[src/rsm_pkg.sv]
// package for the reset source manager: register map, cause bit positions, filter timing
// assumes a single 20 MHz clock and an AXI4-Lite register port
package rsm_pkg;
  localparam logic [11:0] OFF_CONTROL = 12'h000;
  localparam logic [11:0] OFF_CAUSE = 12'h004;
  localparam logic [11:0] OFF_COMMAND = 12'h008;
  localparam int CTRL_HANG_DIS_BIT = 0;
  localparam int CMD_CLEAR_BIT = 0;
  localparam int AUX_CLEAR_BIT = 0;
  localparam logic [31:0] CONTROL_RESET = 32'h0000_0000;
  localparam logic [10:0] CAUSE_RESET = 11'h000;
  localparam int C_POWER_ON = 0;
  localparam int C_UNREG = 1;
  localparam int C_REG = 2;
  localparam int C_PIN = 3;
  localparam int C_WDOG = 4;
  localparam int C_HANG = 5;
  localparam int C_SWREQ = 6;
  localparam int C_SLEEP = 7;
  localparam int C_WAKE = 8;
  localparam int C_ANA0 = 9;
  localparam int C_ANA1 = 10;
  localparam int CAUSE_W = 11;
  localparam int CLK_MHZ = 20;
  localparam int PIN_FILTER_NS = 200;
  localparam int PIN_FILTER_CYC = (PIN_FILTER_NS * CLK_MHZ + 999) / 1000;
  localparam logic [1:0] RESP_OKAY = 2'h0;
  localparam logic [1:0] RESP_SLVERR = 2'h2;

  typedef struct packed {
    logic unreg_n;
    logic reg_n;
    logic ana0_n;
    logic ana1_n;
  } rsm_supply_t;

  typedef struct packed {
    logic system_reset_n;
    logic debug_reset_n;
  } rsm_reset_out_t;
endpackage

[src/rsm_reset_source_manager.sv]
// reset source manager: merges reset sources into system and debug resets, keeps cause bits
// assumes the cause flops sit in an always-on domain reset only by aresetn (power-on)
//
// Our own choice: register access over AXI4-Lite.
`timescale 1ns/1ps

// Function
// RULE_01: four independent supply monitor reset inputs
// RULE_02: low supply line holds reset while low
// RULE_03: low external pin resets; idle high
// RULE_04: glitch filter on external reset pin
// RULE_05: watchdog expiry applies reset
// RULE_06: core hang resets system, not debug
// RULE_07: control bit 0 disables core hang reset
// RULE_08: software request resets system except debug
// RULE_09: deep sleep entry sets cause bit 7
// RULE_10: pin wake from deep sleep sets bit 8
// RULE_11: power-on sets cause bit 0
// RULE_12: unregulated supply low sets bit 1
// RULE_13: regulated supply low sets bit 2
// RULE_14: external pin reset sets bit 3
// RULE_15: watchdog reset sets bit 4
// RULE_16: hang sets bit 5, request bit 6
// RULE_17: analog domain monitors set bits 9, 10
// RULE_18: command bit 0 clears bits 5, 6
// RULE_19: control 0x000, cause 0x004, command 0x008
// RULE_20: power, supply, watchdog, pin reset debug too
// RULE_21: software clears: command, aux high, aux low
// RULE_22: causes accumulate across later resets
// RULE_23: cause flops outside the reset they record
// RULE_24: command reads zero; writing 0 does nothing
module rsm_reset_source_manager #(
  parameter int FILTER_CYC = rsm_pkg::PIN_FILTER_CYC
) (
  // clock and power-on reset
  input wire logic aclk,
  input wire logic aresetn,
  // reset sources
  input wire rsm_pkg::rsm_supply_t supply_low_n,
  input wire logic ext_reset_pin_n,
  input wire logic watchdog_expired,
  input wire logic core_hang,
  input wire logic sw_system_reset_request,
  input wire logic deepest_sleep_mode,
  input wire logic deep_sleep_pin_wake,
  input wire logic aux_cause_clear,
  // reset outputs
  output rsm_pkg::rsm_reset_out_t reset_out,
  // axi4-lite write
  input wire logic [11:0] s_axi_awaddr,
  input wire logic s_axi_awvalid,
  output logic s_axi_awready,
  input wire logic [31:0] s_axi_wdata,
  input wire logic [3:0] s_axi_wstrb,
  input wire logic s_axi_wvalid,
  output logic s_axi_wready,
  output logic [1:0] s_axi_bresp,
  output logic s_axi_bvalid,
  input wire logic s_axi_bready,
  // axi4-lite read
  input wire logic [11:0] s_axi_araddr,
  input wire logic s_axi_arvalid,
  output logic s_axi_arready,
  output logic [31:0] s_axi_rdata,
  output logic [1:0] s_axi_rresp,
  output logic s_axi_rvalid,
  input wire logic s_axi_rready
);

  // a one-cycle filter would pass any single-cycle glitch, so two is the floor
  if (FILTER_CYC < 2 || FILTER_CYC > 255)
  begin : g_bad_filter
    $error("FILTER_CYC out of range");
  end

  logic hang_dis_r;
  logic [rsm_pkg::CAUSE_W-1:0] cause_r;
  logic [7:0] filt_cnt_r;
  logic pin_rst_r;
  logic aux_d_r;
  logic clear_armed_r;
  logic por_seen_r;
  logic [11:0] aw_addr_r;
  logic [31:0] w_data_r;
  logic [3:0] w_strb_r;
  logic aw_have_r;
  logic w_have_r;
  logic cmd_clear;
  logic full_rst;
  logic sys_only_rst;
  logic hang_rst;
  logic wr_go;
  logic [rsm_pkg::CAUSE_W-1:0] cause_set;
  logic [rsm_pkg::CAUSE_W-1:0] cause_clr;

  // pin must stay low for FILTER_CYC cycles before it counts; pull-up keeps it idle high
  always_ff @(posedge aclk)
  begin
    if (!aresetn)
    begin
      filt_cnt_r <= 8'h00;
      pin_rst_r <= 1'b0;
    end
    else if (ext_reset_pin_n) // see RULE_03
    begin
      filt_cnt_r <= 8'h00;
      pin_rst_r <= 1'b0;
    end
    else if (filt_cnt_r == 8'(FILTER_CYC - 1)) // see RULE_04
      pin_rst_r <= 1'b1;
    else
      filt_cnt_r <= filt_cnt_r + 8'h01;
  end

  assign hang_rst = core_hang && !hang_dis_r; // see RULE_07
  // levels held as long as the source stays active
  assign full_rst = !supply_low_n.unreg_n || !supply_low_n.reg_n // see RULE_02
    || !supply_low_n.ana0_n || !supply_low_n.ana1_n || pin_rst_r // see RULE_01
    || watchdog_expired; // see RULE_05
  assign sys_only_rst = hang_rst || sw_system_reset_request; // see RULE_08

  // debug reset only from the whole-system sources
  always_ff @(posedge aclk)
  begin
    if (!aresetn)
    begin
      reset_out.system_reset_n <= 1'b0;
      reset_out.debug_reset_n <= 1'b0;
    end
    else
    begin
      reset_out.system_reset_n <= !(full_rst || sys_only_rst); // see RULE_06
      reset_out.debug_reset_n <= !full_rst; // see RULE_20
    end
  end

  always_comb
  begin
    cause_set = '0;
    cause_set[rsm_pkg::C_POWER_ON] = !por_seen_r; // see RULE_11
    cause_set[rsm_pkg::C_UNREG] = !supply_low_n.unreg_n; // see RULE_12
    cause_set[rsm_pkg::C_REG] = !supply_low_n.reg_n; // see RULE_13
    cause_set[rsm_pkg::C_PIN] = pin_rst_r; // see RULE_14
    cause_set[rsm_pkg::C_WDOG] = watchdog_expired; // see RULE_15
    cause_set[rsm_pkg::C_HANG] = hang_rst; // see RULE_16
    cause_set[rsm_pkg::C_SWREQ] = sw_system_reset_request; // see RULE_16
    cause_set[rsm_pkg::C_SLEEP] = deepest_sleep_mode; // see RULE_09
    cause_set[rsm_pkg::C_WAKE] = deep_sleep_pin_wake; // see RULE_10
    cause_set[rsm_pkg::C_ANA0] = !supply_low_n.ana0_n; // see RULE_17
    cause_set[rsm_pkg::C_ANA1] = !supply_low_n.ana1_n; // see RULE_17
    cause_clr = '0;
    cause_clr[rsm_pkg::C_HANG] = cmd_clear; // see RULE_18
    cause_clr[rsm_pkg::C_SWREQ] = cmd_clear;
    // remaining bits cleared on the falling edge of aux clear after a command
    if (clear_armed_r && aux_d_r && !aux_cause_clear) // see RULE_21
      cause_clr = '1;
  end

  // only aresetn (power-on) touches these flops, so system resets leave them alone
  always_ff @(posedge aclk)
  begin
    if (!aresetn)
    begin
      cause_r <= rsm_pkg::CAUSE_RESET; // see RULE_23
      por_seen_r <= 1'b0;
    end
    else
    begin
      por_seen_r <= 1'b1;
      cause_r <= (cause_r & ~cause_clr) | cause_set; // see RULE_22
    end
  end

  always_ff @(posedge aclk)
  begin
    if (!aresetn)
    begin
      aux_d_r <= 1'b0;
      clear_armed_r <= 1'b0;
    end
    else
    begin
      aux_d_r <= aux_cause_clear;
      if (cmd_clear)
        clear_armed_r <= 1'b1;
      else if (aux_d_r && !aux_cause_clear)
        clear_armed_r <= 1'b0;
    end
  end

  // write path: address and data accepted in either order
  assign s_axi_awready = !aw_have_r && !s_axi_bvalid;
  assign s_axi_wready = !w_have_r && !s_axi_bvalid;
  assign wr_go = aw_have_r && w_have_r;
  assign cmd_clear = wr_go && aw_addr_r[11:2] == rsm_pkg::OFF_COMMAND[11:2]
    && w_strb_r[0] && w_data_r[rsm_pkg::CMD_CLEAR_BIT]; // see RULE_24

  always_ff @(posedge aclk)
  begin
    if (!aresetn)
    begin
      aw_have_r <= 1'b0;
      w_have_r <= 1'b0;
      aw_addr_r <= 12'h000;
      w_data_r <= 32'h0000_0000;
      w_strb_r <= 4'h0;
      s_axi_bvalid <= 1'b0;
      s_axi_bresp <= rsm_pkg::RESP_OKAY;
    end
    else
    begin
      if (s_axi_awvalid && s_axi_awready)
      begin
        aw_have_r <= 1'b1;
        aw_addr_r <= s_axi_awaddr;
      end
      if (s_axi_wvalid && s_axi_wready)
      begin
        w_have_r <= 1'b1;
        w_data_r <= s_axi_wdata;
        w_strb_r <= s_axi_wstrb;
      end
      if (wr_go)
      begin
        aw_have_r <= 1'b0;
        w_have_r <= 1'b0;
        s_axi_bvalid <= 1'b1;
        if (aw_addr_r == rsm_pkg::OFF_CONTROL || aw_addr_r == rsm_pkg::OFF_CAUSE
            || aw_addr_r == rsm_pkg::OFF_COMMAND) // see RULE_19
          s_axi_bresp <= rsm_pkg::RESP_OKAY;
        else
          s_axi_bresp <= rsm_pkg::RESP_SLVERR;
      end
      else if (s_axi_bvalid && s_axi_bready)
        s_axi_bvalid <= 1'b0;
    end
  end

  always_ff @(posedge aclk)
  begin
    if (!aresetn)
      hang_dis_r <= rsm_pkg::CONTROL_RESET[rsm_pkg::CTRL_HANG_DIS_BIT];
    else if (wr_go && aw_addr_r == rsm_pkg::OFF_CONTROL && w_strb_r[0])
      hang_dis_r <= w_data_r[rsm_pkg::CTRL_HANG_DIS_BIT]; // see RULE_07
  end

  // read path: one read at a time, answered the cycle after the address
  assign s_axi_arready = !s_axi_rvalid;

  always_ff @(posedge aclk)
  begin
    if (!aresetn)
    begin
      s_axi_rvalid <= 1'b0;
      s_axi_rdata <= 32'h0000_0000;
      s_axi_rresp <= rsm_pkg::RESP_OKAY;
    end
    else if (s_axi_arvalid && s_axi_arready)
    begin
      s_axi_rvalid <= 1'b1;
      s_axi_rresp <= rsm_pkg::RESP_OKAY;
      unique case (s_axi_araddr)
        rsm_pkg::OFF_CONTROL: s_axi_rdata <= {31'h0, hang_dis_r};
        rsm_pkg::OFF_CAUSE: s_axi_rdata <= {21'h0, cause_r};
        rsm_pkg::OFF_COMMAND: s_axi_rdata <= 32'h0000_0000; // see RULE_24
        default:
        begin
          s_axi_rdata <= 32'h0000_0000;
          s_axi_rresp <= rsm_pkg::RESP_SLVERR;
        end
      endcase
    end
    else if (s_axi_rready)
      s_axi_rvalid <= 1'b0;
  end

  // assertions
  property p_supply_hold;
    @(posedge aclk) disable iff (!aresetn)
      !supply_low_n.unreg_n |=> !reset_out.system_reset_n && !reset_out.debug_reset_n;
  endproperty
  a_supply_hold: assert property (p_supply_hold) else $error("supply low not held"); // RULE_02

  property p_hang_debug;
    @(posedge aclk) disable iff (!aresetn)
      hang_rst && !full_rst |=> !reset_out.system_reset_n && reset_out.debug_reset_n;
  endproperty
  a_hang_debug: assert property (p_hang_debug) else $error("hang reset wrong"); // RULE_06

  property p_hang_dis;
    @(posedge aclk) disable iff (!aresetn)
      hang_dis_r && core_hang && !full_rst && !sw_system_reset_request
      |=> reset_out.system_reset_n;
  endproperty
  a_hang_dis: assert property (p_hang_dis) else $error("disabled hang reset"); // RULE_07

  property p_glitch;
    @(posedge aclk) disable iff (!aresetn)
      $rose(ext_reset_pin_n == 1'b0) ##1 ext_reset_pin_n |-> !pin_rst_r;
  endproperty
  a_glitch: assert property (p_glitch) else $error("glitch reached reset"); // RULE_04

  property p_wdog_cause;
    @(posedge aclk) disable iff (!aresetn)
      watchdog_expired |=> cause_r[rsm_pkg::C_WDOG] && !reset_out.debug_reset_n;
  endproperty
  a_wdog_cause: assert property (p_wdog_cause) else $error("watchdog not recorded"); // RULE_15

  property p_cmd_clear;
    @(posedge aclk) disable iff (!aresetn)
      cmd_clear && !hang_rst && !sw_system_reset_request
      |=> !cause_r[rsm_pkg::C_HANG] && !cause_r[rsm_pkg::C_SWREQ];
  endproperty
  a_cmd_clear: assert property (p_cmd_clear) else $error("command clear failed"); // RULE_18

  property p_keep;
    @(posedge aclk) disable iff (!aresetn)
      cause_r[rsm_pkg::C_PIN] && !(clear_armed_r && aux_d_r && !aux_cause_clear)
      |=> cause_r[rsm_pkg::C_PIN];
  endproperty
  a_keep: assert property (p_keep) else $error("cause bit lost"); // RULE_22

  property p_sleep;
    @(posedge aclk) disable iff (!aresetn)
      deepest_sleep_mode |=> cause_r[rsm_pkg::C_SLEEP];
  endproperty
  a_sleep: assert property (p_sleep) else $error("sleep not recorded"); // RULE_09

  property p_swreq;
    @(posedge aclk) disable iff (!aresetn)
      sw_system_reset_request |=> cause_r[rsm_pkg::C_SWREQ] && !reset_out.system_reset_n;
  endproperty
  a_swreq: assert property (p_swreq) else $error("sw request missed"); // RULE_08

  c_pin: cover property (@(posedge aclk) disable iff (!aresetn) $rose(pin_rst_r));
  c_hang: cover property (@(posedge aclk) disable iff (!aresetn) hang_rst);
  c_sw_request: cover property (@(posedge aclk) disable iff (!aresetn)
    sw_system_reset_request && !full_rst);
  c_hang_masked: cover property (@(posedge aclk) disable iff (!aresetn)
    core_hang && hang_dis_r);
  c_clear_all: cover property (@(posedge aclk) disable iff (!aresetn)
    clear_armed_r && aux_d_r && !aux_cause_clear);

endmodule // rsm_reset_source_manager

[config.mk]
export PLATFORM = sky130hd
export DESIGN_NAME = rsm_reset_source_manager
export DESIGN_NICKNAME = d
export VERILOG_FILES = /design/src/rsm_pkg.sv /design/src/rsm_reset_source_manager.sv
export SDC_FILE = /design/constraint.sdc
export NUM_CORES = 1
export LEC_CHECK = 0
export BUFFER_PORTS_ARGS = -buffer_cell sky130_fd_sc_hd__buf_4
export CAP_MARGIN = 20
export CORE_MARGIN = 1
export CORE_UTILIZATION = 45
export CTS_CLUSTER_DIAMETER = 100
export DETAILED_ROUTE_END_ITERATION = 7
export PLACE_DENSITY = 0.78
export SYNTH_ARGS = -nofsm -noshare
export SYNTH_HDL_FRONTEND = slang
export SYNTH_SLANG_ARGS = --single-unit
[constraint.sdc]
create_clock -name aclk -period 1.7 [get_ports aclk]
set_input_delay 0 -clock aclk [delete_from_list [all_inputs] [get_ports aclk]]
set_output_delay 0 -clock aclk [all_outputs]
set_load 0.1 [all_outputs]
==> metrics.yaml, run 1 <==
vdd_drop_max_mv: 0.541
switchingPower_mw: 0.988
synth_area_mm2: 0.00242
status: "finished, final reports clean"
postRouteAntennaNets: 0
vias_per_cell: 4.87
clkSinkCount: 57
setup_viol: 0
cp_slowest_stage_delay_ps: 600
intPower_mw: 2.23
timing.final.crit_share_pct: 91.3
regToRegSetupSlack_ps: 150
core-area_mm2: 0.00514
worst_ep_required_time_ps: 1920
p_sw_share_pct: 30.7
drive_above_1_share_pct: 25.1
die_area_mm2: 0.00568
r2r_start: "filt_cnt_r[1]"
path_max_fanout: 4
area_growth_syn_to_layout_pct: 39.0
yosysTopAreaCellShare_pct: 47.1
rows: 26
cp-startpoint: "filt_cnt_r[1]"
crit_top_cell: "nor3_1"
crit_chain: "ha_1 > or4b_2 > nor3_1 > nor3_1"
grt_pass1_vias: 1876
final-max-slew-violation-count: 0
grt_setup_unrepaired: "false"
clkPwrFrac_pct: 34.8
cts_made_buffers: 9
drt_iter0_drc: 147
syn_inst: 273
instances_no_fill: 444
hold_viol_final: 0
synth_area_leaders: "dfxtp_1 47%, nand2_1 7.6%, buf_4 7.1%, a21boi_0 6.5%, nand3_1 3.5%"
cp_top_family: "simple AND/OR/NAND/NOR gates"
die_y_um: 75.4
final_util_pct: 65.5
leakagePower_nw: 1.43
htreeDepth: 3
cts_root_buf: "clkbuf_8"
wire_per_inst_um: 12.2
synthDistinctLibCells: 40
drc: 0
num_vias: 2164
grt_pass1_wl_um: 8700
placed_cells: 400
seqPwrFrac_pct: 44.6
avgSynthCellArea_um2: 8.87
yosysSeqAreaShare_pct: 47.1
finalCriticalPeriod_ps: 1550
crit_buf_inv: 0
maxCapViolCount: 0
top_level_ports: 121
grt_max_degree: 27
finalNetCount: 449
max_freq_mhz: 644
clock_path_buffers: 2
worstSetupPathType: "flop to flop"
start_util_pct: 47.1
n_antenna_cell: 0
dr.pass1.iters: 4
clock_latency_ps: 330
ys_ff_latch: 57
dp_hpwl_um: 3610
cpMaxStageDelayCell: "or4b_2"
grt_antenna_before_repair: 0
worstMarginPinSlew_ps: 498
holdWs_ps: 26.3
end_kind: "flop"
grt_usage_pct: 21.0
power_density_mw_per_mm2: 955
critPathLaunchType: "flop"
fin_tns_setup_ps: 0
routed_wl_um: 5400
io_buffers: 63
p_total_mw: 3.22
slew_headroom_pct: 66.7
cts_tree: "done"
gr-total-overflow: 0
cp_data_arrival_time_ps: 1770
hp-start: "s_axi_araddr[1]"
hold_class: "primary input to flop"
clkTransAtPathRegs_ps: 60
yosysTopAreaCell: "dfxtp_1"
p_comb_share_pct: 20.6
ys.warnings.count: 0
gp_congestion: 0.831
die_w_um: 75.4
clock_skew_ps: 6.70
## power by group through the flow
stage / combinational (mW) / clock [mW] / sequential, mW
after floorplan: 0.469 / 0 / 1.50
after global placement: 0.602 / 0 / 1.46
after detailed placement: 0.609 / 0 / 1.46
after CTS: 0.662 / 1.15 / 1.43
after global routing: 0.704 / 1.22 / 1.44
final: 0.662 / 1.12 / 1.44
## cell families after synthesis
group | Yosys count | share of synthesized area (%)
compound gates | 53 | 13.9
xor+xnor | 3 | 1.08
fa+ha+maj | 1 | 0.516
buf+inv | 36 | 9.25
flops | 57 | 47.1
mux | 4 | 1.65
other cells | 1 | 0.155
simple gates | 118 | 26.3
## routing by layer
layer  share of wire, %  track usage [%]  vias to the layer above
met3                4.4             7.41                        9
met2                 51             33.4                       67
met4                1.6             7.41                        0
li1                   -                -                     1085
met1                 43             26.5                     1003
met5                  0                0                        -
## cells in the final DEF (no fill, tap or decap), drive strengths merged, types with 4 or more instances in the layout
master        n
a21boi       21
nand2        49
nand3        17
conb         23
nor3b         4
nor2          6
o21ai        16
buf          69
nor2b         9
dfxtp        57
clkbuf       12
nand2b        5
nor4          5
dlygate4sd3  29
a21oi        10
mux2i         4
## layout make-up
| type | count | area (um2) |
|---|---|---|
| Clock buffer | 12 | 165 |
| Clock inverter | 3 | 15.0 |
| Fill cell | 420 | 1770 |
| Inverter | 2 | 7.51 |
| Multi-Input combinational cell | 202 | 1140 |
| Sequential cell | 57 | 1140 |
| Tap cell | 70 | 87.6 |
| Timing Repair Buffer | 98 | 808 |
## through the flow
stage	setup WS, ps	cell area (um2)
after detailed placement	128	2900
after CTS	118	3370
final	148	3370
after floorplan	-130	2510
after global routing	22.8	3370
after global placement	136	2900
## worst min-delay path: stages
cell     delay [ps]
buf_4            80
nor4_1           40
nand4_1          60
and3_1          150
## registers in the layout (all words and copies together) (netlist names)
signal         count
aw_have_r          1
s_axi_rresp        1
clear_armed_r      1
w_have_r           1
reset_out          2
por_seen_r         1
filt_cnt_r         8
w_strb_r           1
s_axi_bresp        1
hang_dis_r         1
aw_addr_r         12
s_axi_bvalid       1
w_data_r           1
cause_r           11
s_axi_rdata       11
aux_d_r            1
s_axi_rvalid       1
pin_rst_r          1
## Yosys cell counts, drive strengths merged
master / number
or4: 3
ha: 1
and3: 1
o21ai: 16
nor3b: 4
nor4: 5
nand2: 49
xnor2: 1
conb: 1
or3: 3
or4bb: 1
mux2i: 4
and2: 1
nand4: 3
nor2b: 9
clkbuf: 9
nor4b: 3
or4b: 1
a21o: 1
a21boi: 21
nand3b: 1
o21a: 2
o211a: 1
xor2: 2
nor2: 6
a211o: 1
nand2b: 5
or3b: 2
nor3: 3
nand4b: 1
o31ai: 1
a21oi: 10
inv: 2
nand3: 17
buf: 25
dfxtp: 57
## path summary, 6_finish.rpt
check / end / cells after the start
worst min-delay path: s_axi_rresp[1] / 4
worst max-delay path: filt_cnt_r[0] / 4
worst max register to register: filt_cnt_r[0] / 4
worst min register to register: cause_r[0] / 1
## timing repair
item	in CTS	in global routing
hold endpoints to repair	35	0
endpoints found under the setup margin	0	1
hold buffers	29	0
buffers inserted	0	0
gates resized for setup	0	1
Note: power is estimated with default switching activity, not from simulation.
==> run 2: changes to the inputs <==
==> constraint.sdc (replaced) <==
create_clock -name aclk -period 1.6 [get_ports aclk]
set_input_delay 0 -clock aclk [delete_from_list [all_inputs] [get_ports aclk]]
set_output_delay 0 -clock aclk [all_outputs]
set_load 0.005 [all_outputs]
==> run 2 against run 1 <==
Final cell count up 1.1%; first-iteration DRC count decreased by 38%; core utilization rose by 1.0 points; die area unchanged; critical path type unchanged; highest routed layer unchanged; register-to-register slack lost 80 ps.
==> metrics.yaml, run 2 (synthesis gave the netlist of run 1 again) <==
worstSetupPathType: "flop to flop"  # unchanged
critPathLaunchType: "flop"  # unchanged
finalCriticalPeriod_ps: 1540  # was 1550 ps
htreeDepth: 3  # unchanged
status: "finished, final reports clean"  # unchanged
switchingPower_mw: 0.737  # was 0.988 mW
largest_register_ffs: 12  # unchanged
regMostFlops: "aw_addr_r"  # unchanged
cts_made_buffers: 9  # unchanged
clkTransAtPathRegs_ps: 60  # about the same
met2_length_um: 2750  # was 2730 um
finalNetCount: 453  # was 449
crit_chain: "or4_4 > nor4_2 > o21ai_0"  # was ha_1 > or4b_2 > nor3_1 > nor3_1
top_level_ports: 121  # unchanged
num_vias: 2222  # was 2164
clkPwrFrac_pct: 40.2  # was 34.8%
io_buffers: 63  # unchanged
grt_setup_unrepaired: "false"  # unchanged
cts_root_buf: "clkbuf_8"  # unchanged
design_area_mm2: 0.00342  # was 0.00337 mm2
hold_viol_final: 0  # unchanged
intPower_mw: 2.46  # was 2.23 mW
holdWs_ps: 12.6  # was 26.3 ps
drt_iter0_drc: 91  # was 147
post-place-ws_ps: 88.4  # was 128 ps
grt_pass1_vias: 1877  # was 1876
top_layer_used: "met4"  # unchanged
placed_cells: 403  # was 400
p_sw_share_pct: 23.0  # was 30.7%
vias_per_cell: 4.95  # was 4.87
die_area_mm2: 0.00568  # unchanged
dr.pass1.iters: 4  # unchanged
clock_skew_ps: 5.83  # was 6.70 ps
worst_ep_required_time_ps: 1810  # was 1920 ps
wl_met1_um: 2370  # was 2340 um
cpMaxStageDelayCell: "or4_4"  # was or4b_2
clkSinkCount: 57  # unchanged
drive_above_1_share_pct: 24.8  # was 25.1%
p_total_mw: 3.20  # was 3.22 mW
cp_top_family: "simple AND/OR/NAND/NOR gates"  # unchanged
cts_tree: "done"  # unchanged
gp_congestion: 0.825  # was 0.831
rows: 26  # unchanged
cp_slowest_stage_delay_ps: 570  # was 600 ps
gr-total-overflow: 0  # unchanged
area_growth_syn_to_layout_pct: 41.2  # was 39.0%
crit_buf_inv: 0  # unchanged
clock_latency_ps: 330  # about the same
mostFrequentLayoutCells: "72 x buf_4, 57 x dfxtp_1, 49 x nand2_1"  # was 69 x buf_4, 54 x dfxtp_1, 49 x nand2_1
die_w_um: 75.4  # unchanged
final_util_pct: 66.5  # was 65.5%
layout_setup_ws_ps: 64.4  # was 148 ps
vdd_drop_max_mv: 0.744  # was 0.541 mV
fin_tns_setup_ps: 0  # unchanged
routed-wl-met3_um: 263  # was 236 um
instances_no_fill: 449  # was 444
cts_setup_buffers: 0  # unchanged
setup_viol: 0  # unchanged
cp_data_arrival_time_ps: 1750  # was 1770 ps
postRouteAntennaNets: 0  # unchanged
n_antenna_cell: 0  # unchanged
end_kind: "flop"  # unchanged
start_util_pct: 47.1  # unchanged
p_comb_share_pct: 12.3  # was 20.6%
grt_usage_pct: 20.2  # was 21.0%
routed_wl_um: 5430  # was 5400 um
timing.final.crit_share_pct: 96.0  # was 91.3%
power_density_mw_per_mm2: 936  # was 955 mW/mm2
hold_class: "primary input to flop"  # unchanged
wire_per_inst_um: 12.1  # was 12.2 um
dp_hpwl_um: 3630  # was 3610 um
path_max_fanout: 3  # was 4
grt_pass1_wl_um: 8310  # was 8700 um
max_freq_mhz: 651  # was 644 MHz
maxCapViolCount: 0  # unchanged
grt_max_degree: 28  # was 27
dpl_cell_area_mm2: 0.00292  # was 0.00290 mm2
core-area_mm2: 0.00514  # unchanged
die_y_um: 75.4  # unchanged
drc: 0  # unchanged
leakagePower_nw: 1.45  # was 1.43 nW
seqPwrFrac_pct: 47.5  # was 44.6%
layout_commonest_cell: "buf_4"  # unchanged
top_regs: "aw_addr_r x12, cause_r x11, s_axi_rdata x11"  # unchanged
clock_path_buffers: 2  # unchanged
grt_antenna_before_repair: 0  # unchanged
final-max-slew-violation-count: 0  # unchanged
==> run 2: cell count changes in the layout (fill, tap and decap cells not counted), moves of 2 or more <==
| cell | before | now |
|---|---|---|
| clkbuf_1 | 0 | 3 |
| dfxtp_2 | 3 | 0 |
| dfxtp_1 | 54 | 57 |
| clkbuf_8 | 12 | 10 |
| buf_4 | 69 | 72 |
==> run 2: power groups by stage <==
stage          Clock [mW]  Combinational, mW  Sequential [mW]
4_1_cts              1.31              0.389             1.52
3_5_place_dp            0              0.330             1.55
3_3_place_gp            0              0.323             1.55
6_report             1.29              0.392             1.52
5_1_grt              1.37              0.433             1.53
2_1_floorplan           0              0.217             1.54
==> run 2: tightest hold or removal path, stage by stage <==
cell     delay (ps)
buf_4            80
nor4_1           50
nand4_1          60
and3_1          140
==> run 2: what timing repair did <==
| action | in CTS | in global routing |
|---|---|---|
| gates resized for setup | 0 | 2 |
| hold buffers | 30 | 0 |
| hold endpoints to repair | 34 | 0 |
| endpoints found under the setup margin | 0 | 4 |
==> run 2: layer usage <==
layer / global-route usage (%) / up-vias
li1: - / 1100
met1: 24.3 / 1050
met2: 33.0 / 68
met3: 7.94 / 4
met4: 6.79 / 0
met5: 0 / -
==> run 2: area by class of cell <==
type | instances | area (um2)
clock inverters | 3 | 40.0
inverters | 2 | 7.51
repair buffers | 102 | 841
clock buffers | 13 | 149
fillers | 445 | 1720
flip-flops and latches | 57 | 1140
well taps | 70 | 87.6
multi-input cells | 202 | 1150
==> run 2: worst paths after layout <==
| check | slack (ps) | cells past startpoint | start | end |
|---|---|---|---|---|
| worst min register to register | 420 | 1 | por_seen_r | cause_r[0] |
| worst max register to register | 60 | 3 | aw_addr_r[4] | cause_r[5] |
| worst max-delay path | 60 | 3 | aw_addr_r[4] | cause_r[5] |
| worst min-delay path | 10 | 4 | s_axi_araddr[11] | s_axi_rresp[1] |
